## src/hw/plam_defs.svh

```systemverilog
`ifndef PLAM_DEFS_SVH
`define PLAM_DEFS_SVH
`define PLAM_GAIN_MAX          8'h64
`define PLAM_OUT_RST           16'h0000
`define PLAM_GAIN_RST          8'h01
`define PLAM_TI_RST            16'h0000
`define PLAM_TD_RST            16'h0000
`define PLAM_DEB_NS            5000000
`define PLAM_DEB_CYC           ((`PLAM_DEB_NS + 9) / 10)
`define PLAM_REP_NS            100000000
`define PLAM_REP_CYC           (`PLAM_REP_NS / 10)
`endif

```

## src/hw/plam_pkg.sv

```systemverilog
package plam_pkg;
    typedef enum logic [4:0] {
        M_OUT_ITEM, M_OUT_INC, M_OUT_DEC, M_OUT_STORE, M_OUT_EXIT,
        M_CTL_EXIT, M_AM_ITEM,
        M_TUNE_ENTRY,
        M_GAIN_ITEM, M_GAIN_INC, M_GAIN_DEC, M_GAIN_STORE, M_GAIN_EXIT,
        M_TI_ITEM, M_TI_INC, M_TI_DEC, M_TI_STORE, M_TI_EXIT,
        M_TD_ITEM, M_TD_INC, M_TD_DEC, M_TD_STORE, M_TD_EXIT,
        M_ACT_ITEM, M_LOOP_EXIT,
        M_QUIT, M_TEST_BRANCH, M_MAIN_MENU, M_MONITOR
    } plam_menu_t;

    typedef enum logic [1:0] {
        ST_OUTPUT, ST_GAIN, ST_INTEGRAL, ST_DERIVATIVE
    } plam_store_sel_t;

    typedef struct packed {
        logic [15:0] manipulated_output;
        logic [7:0]  proportional_gain;
        logic [15:0] integral_time;
        logic [15:0] derivative_time;
        logic        reverse_action;
        logic        manual_mode;
    } plam_tuning_t;

    typedef struct packed {
        logic            store_req;
        plam_store_sel_t store_sel;
        logic [15:0]     store_data;
    } plam_store_t;
endpackage : plam_pkg

```

## src/hw/plam_menu.sv

```systemverilog
`timescale 1ns/1ns
`include "plam_defs.svh"
// Function
// - Output item: navigate to exit, select increase.
// - Increase raises output to upper limit.
// - Decrease lowers output to lower limit.
// - Store option saves output; navigate steps exit.
// - Step exit: navigate increase, select item.
// - Controller exit: navigate auto/manual, select tuning.
// - Tuning branch only when PID enabled.
// - Gain held as gain, range 0 to 100.
// - Integral in minutes, derivative in seconds.
// - Zero integral or derivative disables action.
// - Tuning entry: navigate quit, select gain.
// - Gain steps between 0 and limit.
// - Gain store saves gain; navigate steps exit.
// - Integral steps between zero and limit.
// - Integral store saves integral time.
// - Derivative steps between 0 and limit.
// - Derivative store saves; navigate steps exit.
// - Action item toggles direction; navigate exits.
// - Loop exit: navigate gain, select quit.
// - Quit: navigate test branch, select monitoring.
// - Auto/manual item toggles state, shows letter.
module plam_menu #(
    parameter int DEB_CYC  = `PLAM_DEB_CYC,
    parameter int REP_CYC  = `PLAM_REP_CYC,
    parameter int TIME_MAX = 16'hffff
) (
    input  wire logic                   sys_clk,
    input  wire logic                   rst_b,
    input  wire logic                   nav_tool,
    input  wire logic                   sel_tool,
    input  wire logic                   pid_enabled,
    input  wire logic [15:0]            out_low_limit,
    input  wire logic [15:0]            out_high_limit,
    output plam_pkg::plam_menu_t        menu_state,
    output plam_pkg::plam_tuning_t      tuning,
    output plam_pkg::plam_store_t       store,
    output logic                        integral_active,
    output logic                        derivative_active,
    output logic                        local_active
);
    // Zero counts would stall the debouncer or the repeat timer, and the times are only 16 bits wide.
    if (DEB_CYC < 1) begin : g_bad_deb
        $error("plam_menu: DEB_CYC must be at least 1");
    end
    if (REP_CYC < 1) begin : g_bad_rep
        $error("plam_menu: REP_CYC must be at least 1");
    end
    if (TIME_MAX < 1 || TIME_MAX > 16'hffff) begin : g_bad_time
        $error("plam_menu: TIME_MAX must lie between 1 and 65535");
    end

    typedef struct packed {
        logic [1:0]             nav_sync;
        logic [1:0]             sel_sync;
        logic                   nav_deb;
        logic                   sel_deb;
        logic [31:0]            nav_cnt;
        logic [31:0]            sel_cnt;
        logic [31:0]            rep_cnt;
        logic                   rep_ok;
        plam_pkg::plam_menu_t   menu;
        plam_pkg::plam_tuning_t tune;
        plam_pkg::plam_store_t  store;
        logic                   int_act;
        logic                   der_act;
        logic                   local_on;
    } plam_state_t;

    logic [1:0]  rst_sync;
    logic        rst_int_b;
    plam_state_t r;
    plam_state_t next_r;

    // Saturating step of a 16-bit value; the bound is included.
    function automatic logic [15:0] plam_step(input logic [15:0] v, input logic up, input logic [15:0] lim);
        logic [15:0] res;
        res = v;
        if (up) begin
            if (v < lim) begin
                res = v + 16'h0001;
            end
        end else begin
            if (v > lim) begin
                res = v - 16'h0001;
            end
        end
        return res;
    endfunction : plam_step

    // Reset is taken at once but let go only after two clean clock edges.
    always_ff @(posedge sys_clk or negedge rst_b) begin
        if (!rst_b) begin
            rst_sync <= 2'h0;
        end else begin
            rst_sync <= {rst_sync[0], 1'b1};
        end
    end
    assign rst_int_b = rst_sync[1];

    always_comb begin
        logic nav_hit;
        logic sel_hit;
        logic rep_hit;
        logic [15:0] gain_wide;
        nav_hit = 1'b0;
        sel_hit = 1'b0;
        rep_hit = 1'b0;
        gain_wide = 16'h0000;
        next_r = r;
        // A store request lasts one cycle; the memory side latches the data with it.
        next_r.store.store_req = 1'b0;

        // A level must hold steady for the debounce time before it is believed.
        next_r.nav_sync = {r.nav_sync[0], nav_tool};
        next_r.sel_sync = {r.sel_sync[0], sel_tool};
        if (r.nav_sync[1] == r.nav_deb) begin
            next_r.nav_cnt = 32'h0;
        end else if (r.nav_cnt >= 32'(DEB_CYC - 1)) begin
            next_r.nav_cnt = 32'h0;
            next_r.nav_deb = r.nav_sync[1];
            nav_hit        = r.nav_sync[1];
        end else begin
            next_r.nav_cnt = r.nav_cnt + 32'h1;
        end
        if (r.sel_sync[1] == r.sel_deb) begin
            next_r.sel_cnt = 32'h0;
        end else if (r.sel_cnt >= 32'(DEB_CYC - 1)) begin
            next_r.sel_cnt = 32'h0;
            next_r.sel_deb = r.sel_sync[1];
            sel_hit        = r.sel_sync[1];
        end else begin
            next_r.sel_cnt = r.sel_cnt + 32'h1;
        end

        // The first step comes on insertion, the next ones once per repeat interval.
        if (!r.sel_deb || sel_hit) begin
            next_r.rep_cnt = 32'h0;
            rep_hit        = sel_hit;
        end else if (r.rep_cnt >= 32'(REP_CYC - 1)) begin
            next_r.rep_cnt = 32'h0;
            rep_hit        = r.rep_ok;
        end else begin
            next_r.rep_cnt = r.rep_cnt + 32'h1;
        end

        // The gain is stepped in a 16-bit copy so that one step function serves every value.
        gain_wide = {8'h00, r.tune.proportional_gain};
        // Navigate is looked at first, so it wins when both tools arrive together.
        case (r.menu)
            plam_pkg::M_OUT_ITEM: begin
                if (nav_hit) next_r.menu = plam_pkg::M_CTL_EXIT;
                else if (sel_hit) next_r.menu = plam_pkg::M_OUT_INC;
            end
            plam_pkg::M_OUT_INC: begin
                // Limits are taken as they stand: a lowered limit freezes the value rather than pulling it back.
                if (nav_hit) next_r.menu = plam_pkg::M_OUT_DEC;
                else if (rep_hit) begin
                    next_r.tune.manipulated_output =
                        plam_step(r.tune.manipulated_output, 1'b1, out_high_limit);
                end
            end
            plam_pkg::M_OUT_DEC: begin
                if (nav_hit) next_r.menu = plam_pkg::M_OUT_STORE;
                else if (rep_hit) begin
                    next_r.tune.manipulated_output =
                        plam_step(r.tune.manipulated_output, 1'b0, out_low_limit);
                end
            end
            plam_pkg::M_OUT_STORE: begin
                if (nav_hit) next_r.menu = plam_pkg::M_OUT_EXIT;
                else if (sel_hit) begin
                    next_r.store = '{1'b1, plam_pkg::ST_OUTPUT, r.tune.manipulated_output};
                end
            end
            plam_pkg::M_OUT_EXIT: begin
                if (nav_hit) next_r.menu = plam_pkg::M_OUT_INC;
                else if (sel_hit) next_r.menu = plam_pkg::M_OUT_ITEM;
            end
            plam_pkg::M_CTL_EXIT: begin
                if (nav_hit) next_r.menu = plam_pkg::M_AM_ITEM;
                else if (sel_hit) next_r.menu = plam_pkg::M_TUNE_ENTRY;
            end
            plam_pkg::M_AM_ITEM: begin
                // The setpoint item is handled elsewhere, so navigate skips on to the output item.
                if (nav_hit) next_r.menu = plam_pkg::M_OUT_ITEM;
                else if (sel_hit) next_r.tune.manual_mode = ~r.tune.manual_mode;
            end
            plam_pkg::M_TUNE_ENTRY: begin
                // With the control function off, select here is a dead end by intent.
                if (nav_hit) next_r.menu = plam_pkg::M_QUIT;
                else if (sel_hit && pid_enabled) next_r.menu = plam_pkg::M_GAIN_ITEM;
            end
            plam_pkg::M_GAIN_ITEM: begin
                if (nav_hit) next_r.menu = plam_pkg::M_TI_ITEM;
                else if (sel_hit) next_r.menu = plam_pkg::M_GAIN_INC;
            end
            plam_pkg::M_GAIN_INC: begin
                if (nav_hit) next_r.menu = plam_pkg::M_GAIN_DEC;
                else if (rep_hit) begin
                    next_r.tune.proportional_gain =
                        8'(plam_step(gain_wide, 1'b1, {8'h00, `PLAM_GAIN_MAX}));
                end
            end
            plam_pkg::M_GAIN_DEC: begin
                if (nav_hit) next_r.menu = plam_pkg::M_GAIN_STORE;
                else if (rep_hit) begin
                    next_r.tune.proportional_gain = 8'(plam_step(gain_wide, 1'b0, 16'h0000));
                end
            end
            plam_pkg::M_GAIN_STORE: begin
                if (nav_hit) next_r.menu = plam_pkg::M_GAIN_EXIT;
                else if (sel_hit) next_r.store = '{1'b1, plam_pkg::ST_GAIN, gain_wide};
            end
            plam_pkg::M_GAIN_EXIT: begin
                if (nav_hit) next_r.menu = plam_pkg::M_GAIN_INC;
                else if (sel_hit) next_r.menu = plam_pkg::M_GAIN_ITEM;
            end
            plam_pkg::M_TI_ITEM: begin
                if (nav_hit) next_r.menu = plam_pkg::M_TD_ITEM;
                else if (sel_hit) next_r.menu = plam_pkg::M_TI_INC;
            end
            plam_pkg::M_TI_INC: begin
                // Both times saturate at TIME_MAX; their units are minutes per repeat and seconds.
                if (nav_hit) next_r.menu = plam_pkg::M_TI_DEC;
                else if (rep_hit) begin
                    next_r.tune.integral_time = plam_step(r.tune.integral_time, 1'b1, 16'(TIME_MAX));
                end
            end
            plam_pkg::M_TI_DEC: begin
                if (nav_hit) next_r.menu = plam_pkg::M_TI_STORE;
                else if (rep_hit) begin
                    next_r.tune.integral_time = plam_step(r.tune.integral_time, 1'b0, 16'h0000);
                end
            end
            plam_pkg::M_TI_STORE: begin
                if (nav_hit) next_r.menu = plam_pkg::M_TI_EXIT;
                else if (sel_hit) next_r.store = '{1'b1, plam_pkg::ST_INTEGRAL, r.tune.integral_time};
            end
            plam_pkg::M_TI_EXIT: begin
                if (nav_hit) next_r.menu = plam_pkg::M_TI_INC;
                else if (sel_hit) next_r.menu = plam_pkg::M_TI_ITEM;
            end
            plam_pkg::M_TD_ITEM: begin
                if (nav_hit) next_r.menu = plam_pkg::M_ACT_ITEM;
                else if (sel_hit) next_r.menu = plam_pkg::M_TD_INC;
            end
            plam_pkg::M_TD_INC: begin
                if (nav_hit) next_r.menu = plam_pkg::M_TD_DEC;
                else if (rep_hit) begin
                    next_r.tune.derivative_time = plam_step(r.tune.derivative_time, 1'b1, 16'(TIME_MAX));
                end
            end
            plam_pkg::M_TD_DEC: begin
                if (nav_hit) next_r.menu = plam_pkg::M_TD_STORE;
                else if (rep_hit) begin
                    next_r.tune.derivative_time = plam_step(r.tune.derivative_time, 1'b0, 16'h0000);
                end
            end
            plam_pkg::M_TD_STORE: begin
                if (nav_hit) next_r.menu = plam_pkg::M_TD_EXIT;
                else if (sel_hit) begin
                    next_r.store = '{1'b1, plam_pkg::ST_DERIVATIVE, r.tune.derivative_time};
                end
            end
            plam_pkg::M_TD_EXIT: begin
                if (nav_hit) next_r.menu = plam_pkg::M_TD_INC;
                else if (sel_hit) next_r.menu = plam_pkg::M_TD_ITEM;
            end
            plam_pkg::M_ACT_ITEM: begin
                if (nav_hit) next_r.menu = plam_pkg::M_LOOP_EXIT;
                else if (sel_hit) next_r.tune.reverse_action = ~r.tune.reverse_action;
            end
            plam_pkg::M_LOOP_EXIT: begin
                if (nav_hit) next_r.menu = plam_pkg::M_GAIN_ITEM;
                else if (sel_hit) next_r.menu = plam_pkg::M_QUIT;
            end
            plam_pkg::M_QUIT: begin
                if (nav_hit) next_r.menu = plam_pkg::M_TEST_BRANCH;
                else if (sel_hit) next_r.menu = plam_pkg::M_MONITOR;
            end
            plam_pkg::M_TEST_BRANCH: begin
                // The test-output branch lives outside this block; an insertion hands back here.
                if (nav_hit || sel_hit) next_r.menu = plam_pkg::M_OUT_ITEM;
            end
            plam_pkg::M_MAIN_MENU: begin
                if (nav_hit || sel_hit) next_r.menu = plam_pkg::M_OUT_ITEM;
            end
            plam_pkg::M_MONITOR: begin
                // Any tool insertion re-enters local adjustment at the output item.
                if (nav_hit || sel_hit) next_r.menu = plam_pkg::M_OUT_ITEM;
            end
            default: begin
                // Unused codes recover to the output item on a tool insertion.
                if (nav_hit || sel_hit) next_r.menu = plam_pkg::M_OUT_ITEM;
            end
        endcase

        // A branch that becomes unavailable drops the operator back to its entry.
        if (!pid_enabled && next_r.menu >= plam_pkg::M_GAIN_ITEM && next_r.menu <= plam_pkg::M_LOOP_EXIT) begin
            next_r.menu = plam_pkg::M_TUNE_ENTRY;
        end

        // A held insertion that entered an option must not go on to ramp its value.
        if (next_r.menu != r.menu) begin
            next_r.rep_ok = 1'b0;
        end else if (sel_hit) begin
            next_r.rep_ok = 1'b1;
        end

        // A zero time switches its action off; the flags spare the algorithm a compare.
        next_r.int_act  = (next_r.tune.integral_time != 16'h0000);
        next_r.der_act  = (next_r.tune.derivative_time != 16'h0000);
        next_r.local_on = (next_r.menu != plam_pkg::M_MONITOR);
    end

    always_ff @(posedge sys_clk or negedge rst_int_b) begin
        if (!rst_int_b) begin
            r <= '{nav_sync: 2'h0, sel_sync: 2'h0, nav_deb: 1'b0, sel_deb: 1'b0,
                   nav_cnt: 32'h0, sel_cnt: 32'h0, rep_cnt: 32'h0, rep_ok: 1'b0,
                   menu: plam_pkg::M_MONITOR,
                   tune: '{`PLAM_OUT_RST, `PLAM_GAIN_RST, `PLAM_TI_RST, `PLAM_TD_RST, 1'b0, 1'b0},
                   store: '{1'b0, plam_pkg::ST_OUTPUT, 16'h0000},
                   int_act: 1'b0, der_act: 1'b0, local_on: 1'b0};
        end else begin
            r <= next_r;
        end
    end

    // Every output is a register bit, so the display side never sees a glitch.
    assign menu_state        = r.menu;
    assign tuning            = r.tune;
    assign store             = r.store;
    assign integral_active   = r.int_act;
    assign derivative_active = r.der_act;
    assign local_active      = r.local_on;
endmodule : plam_menu

```

## config.mk

```make
export PLATFORM = sky130hd
export DESIGN_NAME = plam_menu
export DESIGN_NICKNAME = d
export VERILOG_FILES = /design/src/hw/plam_pkg.sv /design/src/hw/plam_menu.sv
export VERILOG_INCLUDE_DIRS = /design/src /design/src/hw
export SDC_FILE = /design/constraint.sdc
export NUM_CORES = 1
export LEC_CHECK = 0
export BUFFER_PORTS_ARGS = -buffer_cell sky130_fd_sc_hd__buf_2
export CAP_MARGIN = 40
export CORE_MARGIN = 2
export CORE_UTILIZATION = 60
export DETAILED_ROUTE_END_ITERATION = 8
export PLACE_DENSITY = 0.81
export SETUP_SLACK_MARGIN = 0.02
export SYNTH_ARGS = -nofsm -noshare
export SYNTH_HDL_FRONTEND = slang
export SYNTH_SLANG_ARGS = --single-unit
```

## constraint.sdc

```tcl
create_clock -name sys_clk -period 6.19 [get_ports sys_clk]
set_input_delay 0.3095 -clock sys_clk [delete_from_list [all_inputs] [get_ports sys_clk]]
set_output_delay 0.3095 -clock sys_clk [all_outputs]
set_load 0.02 [all_outputs]
```

Yosys cells after proc, flatten, opt, wreduce, memory -nomap -nowiden:

Index checks and enable logic that the tools add are counted.

* add/sub/neg operators: 11
* $lt $le $gt $ge: 13
* equality and inequality tests: 49
* mux-type cells: 92
* bitwise logic cells: 5
* reductions and logical operators: 21

Operators by type and width (count)
* 16-bit two-way mux: 18
* 5-bit two-way mux: 40
* 32-bit two-way mux: 6
* 19-bit two-way mux: 8
* 5-bit one-hot mux with 26 select lines: 1
* 32-bit by 1-bit adder with 32-bit output, second input constant: 3
* 16-bit one-hot mux with 2 select lines: 3
* 19-bit one-hot mux with 4 select lines: 1
* 32-bit by 19-bit greater-or-equal comparator with 1-bit output, second input constant: 2
* 5-bit == test, second input constant: 10
* 16-bit by 1-bit adder with 16-bit output, second input constant: 3
* 8-bit two-way mux: 6
* 16-bit by 1-bit subtractor with 16-bit output, second input constant: 3
* 5-bit by 4-bit == test with 1-bit output, second input constant: 8
* 2-bit inequality test, second input constant: 20
* 32-bit by 24-bit greater-or-equal comparator with 1-bit output, second input constant: 1
* 16-bit by 1-bit greater-than comparator with 1-bit output, second input constant: 2
* 16-bit < comparator, second input constant: 2
* 16-bit nonzero test: 2
* 5-bit by 3-bit == test with 1-bit output, second input constant: 4
* 16-bit greater-than comparator: 1
* 16-bit < comparator: 1
* 8-bit one-hot mux with 2 select lines: 1
* 7-bit AND reduction: 2
* other kinds (22): 43

* flip-flop bits (word level): 190
* input bits: 37
* output and inout port bits: 85

Longest topological paths before layout:

* depth after elaboration: 13
* gate-level depth with buffers: 17
* gate-level depth less buffers: 15

Least setup slack after synthesis:

Ideal clock, no wire load.

* path type: register -> register
* start: register r (netlist bit menu_state[3])
* end: register r (netlist bit tuning[57])
* setup time: 125 ps
* data arrival time: 4112 ps
* required time: 6065 ps
* path slack: 1954 ps
* cell stages (with the launch flop): 18
* path buffers: 2
* period minus slack after synthesis: 4236 ps
* cells stage by stage: dfstp_2 -> clkbuf_1 -> clkinv_1 -> nand3_1 -> or2_2 -> clkbuf_1 -> inv_1 -> ha_1 -> a21o_1 -> a21o_1 -> a2111oi_0 -> o31ai_1 -> o41ai_1 -> o21ai_0 -> o21ai_0 -> a21o_1 -> nand3_1 -> xnor2_1

* word-level cells in the longest chain between the ends: 3
* elaborated cells between the ends (all ways): 11
* those cells by class: 8 x eq/ne; 1 x mux; 2 x reduce/logical

Ends and longest elaborated chain
* start, declared: line plam_menu.sv:74 `plam_state_t r;`
* start signal, assigned: line plam_menu.sv:321 `r <= '{nav_sync: 2'h0, sel_sync: 2'h0, nav_deb: 1'b0, sel_deb: 1'b0,`
* start signal, assigned: line plam_menu.sv:328 `r <= next_r;`
* 5-bit by 2-bit == test with 1-bit output / 5-bit by 1-bit == test with 1-bit output (equally long branches): line plam_menu.sv:152 `case (r.menu)`
* 2-bit inequality test (no source line) / 2-bit nonzero test (equally long branches)
* 7-bit AND reduction (no source line)

Several ways; a longest one is shown, not always the timed one.
A chain may end at the register's enable or synchronous reset.

Final worst setup path:

* start: register r (netlist bit menu_state[4])
* end: register r (netlist bit tuning[57])

The elaborated chain is that of the path after synthesis.

==> key figures <==
Clocking
  – CTS tree: done
  – Htree depth: 4
  – Clk_lat worst skew: 0.44 ns
  – Sink Count: 190
  – CTS Buf Count: 17
  – Max Buffers Root-to-Sink: 2
  – CTS clk-pin slew, worst paths: 0.07 ns
  – Post-CTS Setup Inserts: 0
  – CTS root buf: clkbuf_16
  – Cts repair resizes: 0

STA
  – Final Cycle Share: 78.9%
  – Rel. slew slack: 33.1%
  – Final hold vios: 0
  – Setup Viol. Count Final: 0
  – FMAX: 0.205 GHz
  – Worst slew pin tran: 1.00 ns
  – Clock skew: 0.0139 ns
  – PnR worst setup slack: 1.31 ns
  – Post-Route Setup TNS: 0 ns
  – Crit path time final: 4.88 ns
  – Max-slew violation total from the final report: 0
  – RSZ-0062 raised after global routing: false

Floorplan
  – Core outline area: 19500 um^2
  – Core Rows: 51
  – Ports: 122
  – Die Wd: 145 um
  – Starting Density: 61.3%
  – Die height: 145 um
  – Die area: 21000 um^2

Finish
  – Layout cells sized above 1: 15.7%
  – Most common cell after layout, fill and taps aside: dfrtp_1
  – Commonest non-fill, non-tap cells in the layout: dfrtp_1, nor2_1, buf_2, nand2_1, inv_1
  – Fillers: 1577
  – Final #Nets: 1469
  – FF/Latch Area: 4760 um^2
  – Multi-input gate area: 6230 um^2
  – Area delta synth->final: 8.53%

Route
  – Post-DRT Antenna Nets: 0
  – Iteration-0 DRC Markers: 1151
  – DRT Wirelength: 29.4 mm
  – WL per Instance: 17.8 um
  – DR pass1 iterations: 7
  – Vias per cell: 6.10
  – Via count: 10100
  – Drc violations: 0

Worst setup path
  – Cell seen most often among critical-path stages: a21o_1
  – Maximum fanout along the worst path: 27
  – Crit-path cells: clkinv_1, nand3_1, or2_2, inv_1, ha_1, a21o_1, a21o_1, a2111oi_0, o31ai_1, o41ai_1, o21ai_0, o21ai_0, a21o_1, nand3_1, xnor2_1
  – CP max stage cell: dfstp_2
  – CP required: 6.51 ns
  – Crit path kind: flop to flop
  – Crit path launch type: flop
  – Crit-path leading delay family: compound AO/OA/AOI/OAI gates
  – Buf/Inv on CP: 2
  – Slowest cell delay on critical path: 0.82 ns
  – Crit path DAT: 5.21 ns
  – Setup crit end kind: flop

Logic synthesis
  – Number of synthesized flops with an enable pin: 0
  – Syn Area/Cell: 9.08 um^2
  – Synth area leader: dfrtp_1
  – Area share of the largest cell type after synthesis: 39.0%
  – Cells after Synth: 1313
  – Sequential element share of the synthesized area: 39.9%
  – Synth Cell Area: 11900 um^2
  – Asr flop ratio synth: 100%
  – Ys Warns: 0
  – Unique masters post-synth: 85
  – Synth area leaders: dfrtp_1, ha_1, buf_4
  – Synth Register Bits: 190
  – Top FF cell, synth: dfrtp_1

Global routing
  – Antenna violations before repair: 1
  – Number of global-route vias before repair: 9646
  – Grt ovf: 0
  – Global-route wire length before repair: 48.6 mm
  – Largest net degree at the start of global routing: 189
  – Total GRT Usage: 28.3%

Pwr
  – Power per cell area: 322 nW/um^2
  – Pleak: 5.85 nW
  – Max VDD drop: 0.000214 V

Min path
  – Min-Delay Path Class: input port to asynchronous set/reset pin

Place
  – Place WS: 1.34 ns
  – Hpwl dp: 21.3 mm
  – IO Port Bufs: 121
  – Placer Congestion: 0.944

Status
  – Outcome: finished clean

Job
  – MaxCap Viol Count: 0
[worst reg2reg max path, stage by stage (launching register included)]
cell       delay, ns
dfstp_2         0.82
clkinv_1        0.40
nand3_1         0.23
or2_2           0.21
inv_1           0.24
ha_1            0.36
a21o_1          0.15
a21o_1          0.20
a2111oi_0       0.57
o31ai_1         0.20
o41ai_1         0.54
o21ai_0         0.25
o21ai_0         0.25
a21o_1          0.15
nand3_1         0.08
xnor2_1         0.13
[where the power goes]
part	switching (mW)	internal [mW]	total, mW	leakage [nW]
clock network	0.519	0.584	1.10	0.282
registers	0.200	1.39	1.59	2.46
logic	0.899	0.575	1.47	3.11
[repair_timing]
action	4_1_cts	5_1_grt
hold buffers	3	0
setup endpoints to repair	0	0
endpoints found under the hold margin	4	0
[through the flow]
step	hold WS [ns]	cells	total power [mW]	instance area (um^2)	util, %
finish	0.174	1651	4.16	12900	66.5
global route	0.176	1650	4.41	12900	66.5
CTS	0.170	1650	4.16	12900	66.5
detailed placement	0.0956	1615	3.05	12300	63.3
global placement	0.0950	1610	3.03	12300	63.1
floorplan	0.0139	1346	2.78	12100	-
[area by class of cell]
class	instances	area share, %
repair buffers	137	5.80
flip-flops and latches	190	36.8
multi-input cells	954	48.1
inverters	72	2.09
diodes	1	0.0193
clock buffers	19	3.42
clock inverters	13	1.19
well taps	265	2.56
[worst paths after layout]
path                       cells after the start                     from  slack (ns)                       to
max in group asynchronous                      1    rst_sync[1]$_DFF_PN0_        4.91      tuning[4]$_DFF_PN0_
setup / recovery                              15  menu_state[4]$_DFF_PN1_        1.31   tuning[57]$_DFFE_PN0P_
hold reg to reg                                0    rst_sync[0]$_DFF_PN0_        0.37    rst_sync[1]$_DFF_PN0_
setup reg to reg                              15  menu_state[4]$_DFF_PN1_        1.31   tuning[57]$_DFFE_PN0P_
hold / removal                                 2                    rst_b        0.17    rst_sync[0]$_DFF_PN0_
min in group sys_clk                           2              pid_enabled        0.19  menu_state[2]$_DFF_PN1_
[sequential cells by signal, indices dropped and copies added, names as in the netlist]
signal             flops
derivative_active      1
integral_active        1
local_active           1
menu_state             5
next_r                 2
r                    101
rst_sync               2
store                 19
tuning                58
[layer usage]
metal,track usage (%),routed length (um)
met5,0,0
met4,11.2,1100
met3,6.07,2170
met2,45.1,13700
met1,38.0,12500
[logic make-up (layout without fill, tap and decap cells)]
group,count (synthesis),in the layout,share of synthesized area [%]
compound gates,279,279,16.4
xor+xnor,94,94,6.90
fa+ha+maj,60,60,6.42
buf+inv,202,241,9.08
flops,190,190,39.9
mux,20,20,1.87
other cells,2,36,0.0630
simple gates,466,466,19.3
[cell usage after synthesis, types with 4 or more instances]
| library cell | instances |
|---|---|
| o31ai_1 | 10 |
| dfstp_2 | 4 |
| buf_4 | 83 |
| o211ai_1 | 9 |
| a22oi_1 | 18 |
| and4_1 | 5 |
| a31oi_1 | 21 |
| a311oi_1 | 5 |
| and3_1 | 24 |
| and2_1 | 9 |
| o21a_1 | 8 |
| a21o_1 | 13 |
| a211oi_1 | 10 |
| inv_1 | 70 |
| nor4b_1 | 4 |
| or3_1 | 16 |
| mux2i_1 | 5 |
| or2_2 | 8 |
| mux2_2 | 14 |
| nor3_1 | 30 |
| nor4_1 | 25 |
| o2111ai_1 | 8 |
| buf_2 | 5 |
| nand2_1 | 78 |
| nand4_1 | 22 |
| ha_1 | 58 |
| o22ai_1 | 5 |
| xnor2_1 | 43 |
| clkbuf_1 | 41 |
| a21oi_1 | 55 |
| xor2_1 | 51 |
| o21bai_1 | 6 |
| nand2b_1 | 11 |
| o41ai_1 | 4 |
| nor2_1 | 156 |
| a222oi_1 | 8 |
| nor2b_1 | 11 |
| nand3_1 | 47 |
| dfrtp_1 | 186 |
| or4_1 | 7 |
| o21ai_0 | 52 |
Note: power is estimated with default switching activity, not from simulation.
